`src/common/mrd_pkg.sv`:
```
`default_nettype none

package mrd_pkg;

  // APB register byte offsets.
  localparam logic [7:0] ADDR_COMMAND   = 8'h00;
  localparam logic [7:0] ADDR_MAIN_STAT = 8'h04;
  localparam logic [7:0] ADDR_STAT1     = 8'h08;
  localparam logic [7:0] ADDR_STAT2     = 8'h0c;
  localparam logic [7:0] ADDR_RD_LOW    = 8'h10;
  localparam logic [7:0] ADDR_RD_HIGH   = 8'h14;
  localparam logic [7:0] ADDR_PULSES    = 8'h18;
  localparam logic [7:0] ADDR_CONFIG    = 8'h1c;
  localparam logic [7:0] ADDR_SPEED     = 8'h20;
  localparam logic [7:0] ADDR_INIT_SPD  = 8'h24;
  localparam logic [7:0] ADDR_LP_SET    = 8'h28;

  // Command codes.
  localparam logic [7:0] CMD_RD_LP     = 8'h10;
  localparam logic [7:0] CMD_RD_RP     = 8'h11;
  localparam logic [7:0] CMD_RD_SPEED  = 8'h12;
  localparam logic [7:0] CMD_RD_ACCEL  = 8'h13;
  localparam logic [7:0] CMD_FIX_PLUS  = 8'h20;
  localparam logic [7:0] CMD_FIX_MINUS = 8'h21;
  localparam logic [7:0] CMD_CON_PLUS  = 8'h22;
  localparam logic [7:0] CMD_CON_MINUS = 8'h23;
  localparam logic [7:0] CMD_HOLD      = 8'h24;
  localparam logic [7:0] CMD_RELEASE   = 8'h25;
  localparam logic [7:0] CMD_DEC_STOP  = 8'h26;
  localparam logic [7:0] CMD_SUD_STOP  = 8'h27;
  localparam logic [7:0] CMD_HOME      = 8'h62;
  localparam logic [7:0] CMD_DEV_CLR   = 8'h63;

  // Command word fields.
  localparam int CMD_LSB  = 0;
  localparam int AXIS_LSB = 8;

  // Config and status register field positions and widths.
  localparam int CFG_INPOS_EN_X = 0;
  localparam int CFG_INPOS_EN_Y = 1;
  localparam int CFG_DCC_EN     = 2;
  localparam int CFG_DCC_LEVEL  = 3;
  localparam int CFG_DCC_WID    = 8;
  localparam int STAT2_HOME_ERR = 7;
  localparam int FIN_LSB        = 8;
  localparam int HOME_CNT_W     = 4;

  // Pulse period: one pulse every PULSE_DIV clocks.
  localparam logic [7:0] PULSE_DIV   = 8'h04;
  localparam logic [7:0] PULSE_HIGH  = 8'h02;
  localparam logic [15:0] ACCEL_IDLE = 16'h0000;

  // Command access time, 250 ns at 20 MHz.
  localparam int ACCESS_NS = 250;
  localparam int CLK_NS    = 50;
  localparam int ACCESS_CYCLES = ACCESS_NS / CLK_NS;

  // Drive states.
  typedef enum logic [1:0] {
    MRD_IDLE  = 2'b00,
    MRD_DRIVE = 2'b01,
    MRD_DECEL = 2'b11,
    MRD_INPOS = 2'b10
  } mrd_state_e;

  // Decoded command carried to each axis.
  typedef struct packed {
    logic       start;
    logic       minus;
    logic       fixed;
    logic       dec_stop;
    logic       sud_stop;
    logic       release_all;
  } mrd_axcmd_s;

endpackage

`default_nettype wire

```
`src/design/mrd_decoder.sv`:
```
// Behaviour
// - Data-read copies axis value to read pair
// - Both axes selected: X value returned
// - Command 10h loads logical position
// - Command 11h loads real position
// - Speed readback, zero while stopped
// - Acceleration readback, zero while stopped
// - Drive commands act at once, selected axes
// - Driving flag high while pulses drive
// - In-position check extends driving flag
// - Plus fixed drive: count pulses, count up
// - Minus fixed drive: count pulses, down
// - Plus continuous drive until stop
// - Minus continuous drive until stop
// - Hold defers next drive starts
// - Release starts held, clears finish bits
// - Decelerating stop; no effect when stopped
// - Sudden stop immediately; none when stopped
// - Home command starts origin search
// - Deviation clear command emits clear pulse
//
// The register offsets and register access over APB were decided locally.
`timescale 1ns/1ps
`default_nettype none

module mrd_decoder
  import mrd_pkg::*;
(
  input  wire logic        clock,
  input  wire logic        reset,
  input  wire logic        psel,
  input  wire logic        penable,
  input  wire logic        pwrite,
  input  wire logic [7:0]  paddr,
  input  wire logic [31:0] pwdata,
  output logic      [31:0] prdata,
  output logic             pready,
  output logic             pslverr,
  input  wire logic [1:0]  in_position_input,
  input  wire logic [1:0]  ext_stop,
  input  wire logic [1:0]  encoder_up,
  input  wire logic [1:0]  encoder_down,
  output logic      [1:0]  plus_pulse_out,
  output logic      [1:0]  minus_pulse_out,
  output logic      [1:0]  home_search_start,
  output logic             deviation_clear_pin
);

  ////////////////////////////////////////////////////////////////////////////
  // Bus decode.

  logic        wr_en;
  logic        rd_en;
  logic        cmd_wr;
  logic [7:0]  cmd_code;
  logic [1:0]  cmd_axes;

  assign wr_en    = psel & penable & pwrite;
  assign rd_en    = psel & penable & ~pwrite;
  assign cmd_wr   = wr_en & (paddr == ADDR_COMMAND);
  assign cmd_code = pwdata[CMD_LSB +: 8];
  assign cmd_axes = pwdata[AXIS_LSB +: 2];

  // Registers that software writes.
  logic [31:0] pulses_q [2];
  logic [15:0] speed_q  [2];
  logic [15:0] init_q   [2];
  logic [15:0] config_q;
  logic [31:0] lp_set_q;
  logic [1:0]  lp_load_q;
  logic [1:0]  lp_load_d;

  // Software-written parameters; pulse count goes to both axes, speeds split by data half (X low, Y high).
  always_ff @(posedge clock or posedge reset) begin
    if (reset) begin
      pulses_q[0] <= 32'h0000_0000;
      pulses_q[1] <= 32'h0000_0000;
      speed_q[0]  <= 16'h0001;
      speed_q[1]  <= 16'h0001;
      init_q[0]   <= 16'h0001;
      init_q[1]   <= 16'h0001;
      config_q    <= 16'h0000;
      lp_set_q    <= 32'h0000_0000;
      lp_load_q   <= 2'h0;
    end else begin
      lp_load_q <= lp_load_d;
      if (wr_en) begin
        unique case (paddr)
          ADDR_PULSES: begin
            pulses_q[0] <= pwdata;
            pulses_q[1] <= pwdata;
          end
          ADDR_SPEED: begin
            speed_q[0] <= pwdata[15:0];
            speed_q[1] <= pwdata[31:16];
          end
          ADDR_INIT_SPD: begin
            init_q[0] <= pwdata[15:0];
            init_q[1] <= pwdata[31:16];
          end
          ADDR_CONFIG: config_q <= pwdata[15:0];
          ADDR_LP_SET: lp_set_q <= pwdata;
          default: ;
        endcase
      end
    end
  end

  // Logical position preset is applied to both axes one cycle later.
  always_comb begin
    lp_load_d = 2'h0;
    if (wr_en && paddr == ADDR_LP_SET) begin
      lp_load_d = 2'h3;
    end
  end

  ////////////////////////////////////////////////////////////////////////////
  // Hold logic and per-axis command decode.

  logic       hold_q;
  logic [1:0] held_q;
  logic [1:0] held_minus_q;
  logic [1:0] held_fixed_q;
  logic       is_drive;
  logic       is_release;

  assign is_drive   = cmd_wr & (cmd_code >= CMD_FIX_PLUS) & (cmd_code <= CMD_CON_MINUS);
  assign is_release = cmd_wr & (cmd_code == CMD_RELEASE);

  // Hold defers drive starts until release.
  always_ff @(posedge clock or posedge reset) begin
    if (reset) begin
      hold_q       <= 1'b0;
      held_q       <= 2'h0;
      held_minus_q <= 2'h0;
      held_fixed_q <= 2'h0;
    end else if (cmd_wr && cmd_code == CMD_HOLD) begin
      hold_q <= 1'b1;
    end else if (is_release) begin
      hold_q <= 1'b0;
      held_q <= 2'h0;
    end else if (is_drive && hold_q) begin
      for (int i = 0; i < 2; i++) begin
        if (cmd_axes[i]) begin
          held_q[i]       <= 1'b1;
          held_minus_q[i] <= cmd_code[0];
          held_fixed_q[i] <= ~cmd_code[1];
        end
      end
    end
  end

  mrd_axcmd_s axcmd [2];

  // Per-axis command strobes, acting on every selected axis together.
  always_comb begin
    for (int i = 0; i < 2; i++) begin
      axcmd[i] = '0;
      if (is_drive && !hold_q && cmd_axes[i]) begin
        axcmd[i].start = 1'b1;
        axcmd[i].minus = cmd_code[0];
        axcmd[i].fixed = ~cmd_code[1];
      end else if (is_release && held_q[i]) begin
        axcmd[i].start = 1'b1;
        axcmd[i].minus = held_minus_q[i];
        axcmd[i].fixed = held_fixed_q[i];
      end
      axcmd[i].release_all = is_release;
      axcmd[i].dec_stop = cmd_wr & cmd_axes[i] & (cmd_code == CMD_DEC_STOP);
      axcmd[i].sud_stop = cmd_wr & cmd_axes[i] & (cmd_code == CMD_SUD_STOP);
    end
  end

  ////////////////////////////////////////////////////////////////////////////
  // Axis engines.

  mrd_state_e  st_q    [2];
  logic [31:0] left_q  [2];
  logic [7:0]  div_q   [2];
  logic        minus_q [2];
  logic        fixed_q [2];
  logic [31:0] lp_q    [2];
  logic [31:0] rp_q    [2];
  logic [7:0]  fin_q   [2];
  logic        emit    [2];

  for (genvar g = 0; g < 2; g++) begin : g_axis
    logic stop_now;

    // A pulse fires when the divider wraps during drive or decel, but never in
    // the cycle a stop lands, so no pulse leaves the pin after the stop is seen.
    assign emit[g] = (st_q[g] == MRD_DRIVE || st_q[g] == MRD_DECEL) &&
                     div_q[g] == 8'h00 && !stop_now;
    assign stop_now = axcmd[g].sud_stop || ext_stop[g] ||
                      (axcmd[g].dec_stop && speed_q[g] < init_q[g]);

    // Drive state machine.
    always_ff @(posedge clock or posedge reset) begin
      if (reset) begin
        st_q[g]    <= MRD_IDLE;
        left_q[g]  <= 32'h0000_0000;
        div_q[g]   <= 8'h00;
        minus_q[g] <= 1'b0;
        fixed_q[g] <= 1'b0;
      end else begin
        div_q[g] <= (div_q[g] == 8'h00) ? PULSE_DIV - 8'h01 : div_q[g] - 8'h01;
        unique case (st_q[g])
          MRD_IDLE: begin
            if (axcmd[g].start) begin
              st_q[g]    <= MRD_DRIVE;
              left_q[g]  <= pulses_q[g];
              minus_q[g] <= axcmd[g].minus;
              fixed_q[g] <= axcmd[g].fixed;
              div_q[g]   <= 8'h00;
            end
          end
          MRD_DRIVE, MRD_DECEL: begin
            if (stop_now) begin
              st_q[g] <= MRD_INPOS;
            end else if (axcmd[g].dec_stop) begin
              st_q[g] <= MRD_DECEL;
            end else if (emit[g] && (st_q[g] == MRD_DECEL ||
                         (fixed_q[g] && left_q[g] <= 32'h0000_0001))) begin
              st_q[g] <= MRD_INPOS;
            end else if (fixed_q[g] && left_q[g] == 32'h0000_0000) begin
              st_q[g] <= MRD_INPOS;
            end
            if (emit[g] && left_q[g] != 32'h0000_0000) begin
              left_q[g] <= left_q[g] - 32'h0000_0001;
            end
          end
          MRD_INPOS: begin
            if (!config_q[CFG_INPOS_EN_X + g] || in_position_input[g]) begin
              st_q[g] <= MRD_IDLE;
            end
          end
        endcase
      end
    end

    // Logical position follows emitted pulses; real follows the encoder.
    always_ff @(posedge clock or posedge reset) begin
      if (reset) begin
        lp_q[g] <= 32'h0000_0000;
        rp_q[g] <= 32'h0000_0000;
      end else begin
        if (lp_load_q[g]) begin
          lp_q[g] <= lp_set_q;
        end else if (emit[g] && (!fixed_q[g] || left_q[g] != 32'h0000_0000)) begin
          lp_q[g] <= minus_q[g] ? lp_q[g] - 32'h0000_0001
                                : lp_q[g] + 32'h0000_0001;
        end
        if (encoder_up[g] && !encoder_down[g]) begin
          rp_q[g] <= rp_q[g] + 32'h0000_0001;
        end else if (encoder_down[g] && !encoder_up[g]) begin
          rp_q[g] <= rp_q[g] - 32'h0000_0001;
        end
      end
    end

    // Pulse pins high for one clock of each PULSE_DIV period.
    always_ff @(posedge clock or posedge reset) begin
      if (reset) begin
        plus_pulse_out[g]  <= 1'b0;
        minus_pulse_out[g] <= 1'b0;
      end else begin
        plus_pulse_out[g]  <= emit[g] && !minus_q[g] && !(fixed_q[g] && left_q[g] == 32'h0);
        minus_pulse_out[g] <= emit[g] && minus_q[g] && !(fixed_q[g] && left_q[g] == 32'h0);
      end
    end

    // Finish status records the last stop that ended a drive at once; set wins over clear.
    always_ff @(posedge clock or posedge reset) begin
      if (reset) begin
        fin_q[g] <= 8'h00;
      end else if ((st_q[g] == MRD_DRIVE || st_q[g] == MRD_DECEL) && stop_now) begin
        fin_q[g] <= {6'h00, ext_stop[g], axcmd[g].sud_stop | axcmd[g].dec_stop};
      end else if (axcmd[g].release_all) begin
        fin_q[g] <= 8'h00;
      end
    end

    // Home search start pulse.
    always_ff @(posedge clock or posedge reset) begin
      if (reset) begin
        home_search_start[g] <= 1'b0;
      end else begin
        home_search_start[g] <= cmd_wr && cmd_axes[g] && cmd_code == CMD_HOME;
      end
    end
  end

  ////////////////////////////////////////////////////////////////////////////
  // Home error bit, cleared by release.

  logic [1:0] home_err_q;

  always_ff @(posedge clock or posedge reset) begin
    if (reset) begin
      home_err_q <= 2'h0;
    end else begin
      for (int i = 0; i < 2; i++) begin
        if (home_search_start[i] && ext_stop[i]) begin
          home_err_q[i] <= 1'b1;
        end else if (is_release) begin
          home_err_q[i] <= 1'b0;
        end
      end
    end
  end

  ////////////////////////////////////////////////////////////////////////////
  // Deviation clear pulse generator.

  logic [7:0] dcc_cnt_q;

  always_ff @(posedge clock or posedge reset) begin
    if (reset) begin
      dcc_cnt_q           <= 8'h00;
      deviation_clear_pin <= 1'b0;
    end else begin
      if (cmd_wr && cmd_code == CMD_DEV_CLR && config_q[CFG_DCC_EN]) begin
        dcc_cnt_q <= (config_q[CFG_DCC_WID +: 8] == 8'h00) ? 8'h01
                     : config_q[CFG_DCC_WID +: 8];
      end else if (dcc_cnt_q != 8'h00) begin
        dcc_cnt_q <= dcc_cnt_q - 8'h01;
      end
      deviation_clear_pin <= config_q[CFG_DCC_LEVEL] ^ (dcc_cnt_q == 8'h00);
    end
  end

  ////////////////////////////////////////////////////////////////////////////
  // Data-read commands and read pair.

  logic [31:0] rdata_q;
  logic        rsel;
  logic        axsel_q;

  assign rsel = ~cmd_axes[0] & cmd_axes[1];

  // Status reads follow the axis of the last command, not live bus data.
  always_ff @(posedge clock or posedge reset) begin
    if (reset) begin
      axsel_q <= 1'b0;
    end else if (cmd_wr) begin
      axsel_q <= rsel;
    end
  end

  // Selected value latched into the read pair.
  always_ff @(posedge clock or posedge reset) begin
    if (reset) begin
      rdata_q <= 32'h0000_0000;
    end else if (cmd_wr) begin
      unique case (cmd_code)
        CMD_RD_LP: rdata_q <= lp_q[rsel];
        CMD_RD_RP: rdata_q <= rp_q[rsel];
        CMD_RD_SPEED: rdata_q <= (st_q[rsel] == MRD_DRIVE || st_q[rsel] == MRD_DECEL)
                                 ? {16'h0000, speed_q[rsel]} : 32'h0000_0000;
        CMD_RD_ACCEL: rdata_q <= {16'h0000, ACCEL_IDLE};
        default: ;
      endcase
    end
  end

  ////////////////////////////////////////////////////////////////////////////
  // APB read mux; zero-wait, unmapped reads return zero with error.

  always_ff @(posedge clock or posedge reset) begin
    if (reset) begin
      prdata  <= 32'h0000_0000;
      pslverr <= 1'b0;
      pready  <= 1'b0;
    end else begin
      pready  <= psel & ~penable;
      pslverr <= 1'b0;
      prdata  <= 32'h0000_0000;
      if (psel && !penable && !pwrite) begin
        unique case (paddr)
          ADDR_MAIN_STAT: prdata <= {30'h0, st_q[1] != MRD_IDLE,
                                     st_q[0] != MRD_IDLE};
          ADDR_STAT1:   prdata <= {16'h0, fin_q[axsel_q], 8'h00};
          ADDR_STAT2:   prdata <= {24'h0, home_err_q[axsel_q], 7'h00};
          ADDR_RD_LOW:  prdata <= {16'h0, rdata_q[15:0]};
          ADDR_RD_HIGH: prdata <= {16'h0, rdata_q[31:16]};
          ADDR_CONFIG:  prdata <= {16'h0, config_q};
          default: pslverr <= 1'b1;
        endcase
      end
    end
  end

endmodule

`default_nettype wire

```
`config.mk`:
```
export PLATFORM = sky130hd
export DESIGN_NAME = mrd_decoder
export DESIGN_NICKNAME = d
export VERILOG_FILES = /design/src/common/mrd_pkg.sv /design/src/design/mrd_decoder.sv
export SDC_FILE = /design/constraint.sdc
export NUM_CORES = 1
export LEC_CHECK = 0
export BUFFER_PORTS_ARGS = -buffer_cell sky130_fd_sc_hd__buf_2
export CAP_MARGIN = 20
export CORE_ASPECT_RATIO = 1.4
export CORE_MARGIN = 5
export CORE_UTILIZATION = 45
export DETAILED_ROUTE_END_ITERATION = 10
export PLACE_DENSITY = 0.68
export SLEW_MARGIN = 20
export SYNTH_ARGS = -nofsm -noshare
export SYNTH_HDL_FRONTEND = slang
export SYNTH_SLANG_ARGS = --single-unit
```
`constraint.sdc`:
```
create_clock -name clock -period 26.1 [get_ports clock]
set_input_delay 1.305 -clock clock [delete_from_list [all_inputs] [get_ports clock]]
set_output_delay 1.305 -clock clock [all_outputs]
set_load 0.02 [all_outputs]
```
==> flow_summary.yaml <==
outcome:
  status: "finished, final reports clean"
global_route:
  grt_overflow: 0
  grt_pass1_vias: 22501
  grt_pass1_wl_um: 126000
  antenna_found_initial: 4
  grt_use_total: 0.239
  grt_max_degree: 99
route:
  first_iter_violations: 1591
  wl_per_cell_um: 19.7
  vias: 23155
  first_pass_iters: 7
  postRouteWirelength_um: 79800
  drtAntennaViolNets: 0
  drc: 0
  via_per_inst: 5.73
timing:
  timing.hold.ws_ns: 0.481
  fin_crit_ns: 4.54
  relSlewSlack: 0.280
  setup_violations: 0
  tightestPinTransition_ns: 1.08
  finalCritPeriodShare: 0.174
  setup_ws_ns: 21.56
  max_freq_ghz: 0.220
  rsz0062_at_grt: "false"
  drv_slew: 0
  fin_tns_setup_ns: 0
  finClkSkew_ns: 0.0276
  final_hold_viol_count: 0
pwr:
  leakage_nw: 13.7
  combPwrFrac: 0.290
  switching_share: 0.332
  ir_worst_vdd_v: 0.0000683
  internal_power_mw: 1.44
  power_density_nw_per_um2: 71.7
  clkPwrFrac: 0.329
  design_power_total_mw: 2.16
  p_switching_mw: 0.715
  seq_power_share: 0.380
placed_design:
  placed_area_sq_um: 28400
  gp_congestion: 0.897
  placed_cells: 3953
  port_buffers: 77
  pre_cts_slack_ns: 21.02
  dp_hpwl_um: 58900
clock_tree:
  cts_setup_buffers: 0
  clockRootBuffer: "clkbuf_16"
  clock_sinks: 440
  cts_buffers: 45
  cts_hold_buf: 0
  clkSlewWorstSetupHoldPaths_ns: 0.07
  htreeDepth: 2
  cts_buffer_depth: 3
  clk_latency_ns: 0.59
  cts_tree: "done"
  cts-resized-gates: 0
yosys:
  netlist_instances: 3165
  synth.distinct_cells: 91
  syn_area_sq_um: 27400
  postSynthRegisterBits: 440
  synth_edf_count: 0
  ys_seq_area_frac: 0.403
  synthArstFlopShare: 1.00
  yosys_warnings: 0
  avgSynthCellArea_sq_um: 8.65
  synthFlopType: "dfrtp_1"
layout:
  nNetsFinal: 3403
  final_cell_area_sq_um: 30100
  final_cells: 4039
  most-common-layout-cells: "nand2_1, dfrtp_1, a21oi_1"
  seq_area_sq_um: 11000
  final_common_cell: "nand2_1"
  fillers: 5869
  drive_gt1_frac: 0.120
  multi_input_area_sq_um: 15400
  syn2layout_area_growth_pct: 9.86
  final_core_util: 0.497
critical_path:
  critPathLaunchType: "input pin"
  path_cells: "buf_2 > ha_2 > inv_1 > buf_4 > ha_1 > a2111oi_0 > o21ai_0 > nand4_1 > nand2_1 > a221oi_1 > a31oi_1 > a21o_1 > o31ai_1 > mux2_2 > xor2_1"
  worst-path-buf-inv: 3
  crit_path_max_incr_delay_ns: 0.48
  criticalPathCategory: "input pin to flop"
  cp.required_ns: 26.57
  critPathCaptureType: "flop"
  cp_max_fo: 31
  worst_path_dominant_cell_family: "compound AO/OA/AOI/OAI gates"
  cp_slowest_cell: "a221oi_1"
  critPathArrivalTime_ns: 5.01
die:
  die_x_um: 218
  design.core.area_sq_um: 60500
  core.rowCount: 107
  initial_utilization: 0.452
  dieArea_sq_um: 65900
  dieHeight_um: 302
  io_pins: 94
hold_path:
  hp-class: "flop to flop"
flow_run:
  maxCapViolations: 0
layer usage:
metal  track usage  wire length (um)
met5             0                19
met4         0.155              6040
met3        0.0251              3220
met2         0.410             39000
met1         0.286             31500
path summary, 6_finish.rpt:
check                                                 to                     start  slack (ns)  depth (start not counted)
worst max-delay path                rp_q[31]$_DFFE_PP0P_             encoder_up[1]       21.56                         15
worst max register to register      lp_q[31]$_DFFE_PP0P_    minus_q[0]$_DFFE_PP0P_       22.13                         12
worst min-delay path            lp_set_q[11]$_DFFE_PP0P_  lp_set_q[11]$_DFFE_PP0P_        0.48                          2
max in group asynchronous           rp_q[13]$_DFFE_PP0P_                     reset       23.12                          4
min in group asynchronous        speed_q[10]$_DFFE_PP0P_                     reset        0.85                          2
worst min register to register  lp_set_q[11]$_DFFE_PP0P_  lp_set_q[11]$_DFFE_PP0P_        0.48                          2
worst min-delay path: stages (launching register included):
cell	delay, ns
dfrtp_1	0.35
nand2_1	0.05
nand2_1	0.05
logic make-up (layout without fill, tap and decap cells):
kind of cell	count (synthesis)	in the layout	synth area share
buffers and inverters	242	282	0.0369
AOI/OAI and AO/OA	905	905	0.196
other	1	18	0.000137
adders and majority gates	166	166	0.0770
DFF	440	440	0.403
xor gates and xnor gates	125	125	0.0400
and+or+nand+nor	1149	1149	0.192
muxes	137	137	0.0556
power groups by stage:
| stage | registers, mW | logic, mW | clock network, mW |
|---|---|---|---|
| after global placement | 0.831 | 0.619 | 0 |
| after floorplan | 0.807 | 0.500 | 0 |
| after global routing | 0.828 | 0.706 | 0.747 |
| final | 0.820 | 0.626 | 0.710 |
| after detailed placement | 0.832 | 0.627 | 0 |
| after CTS | 0.820 | 0.629 | 0.722 |
state kept, by name (all words and copies together) (netlist names), 32 cells and up:
register,count
lp_q,64
speed_q,32
left_q,64
init_q,32
pulses_q,32
rp_q,64
lp_set_q,32
rdata_q,32
cell usage after synthesis (27+ instances only):
library cell	instances	area share
nand3_1	54	0.0099
clkbuf_1	109	0.015
nand2_1	581	0.080
xor2_1	47	0.015
a21o_1	69	0.019
o21ai_0	269	0.049
inv_1	89	0.012
dfrtp_1	436	0.40
a21oi_1	335	0.061
nor3_1	66	0.012
or2_2	47	0.011
nor2_1	193	0.026
a31oi_1	40	0.0091
mux2_2	120	0.049
xnor2_1	78	0.025
ha_1	162	0.074
nand2b_1	40	0.0091
o21a_1	27	0.0074
area by class of cell:
type,instances,share of cell area
multi-input cells,2498,0.513
flip-flops and latches,440,0.366
clock buffers,69,0.0465
well taps,817,0.0340
repair buffers,108,0.0209
inverters,91,0.0116
clock inverters,14,0.00708
diodes,2,0.000166
Power figures use the tool's default switching activity.
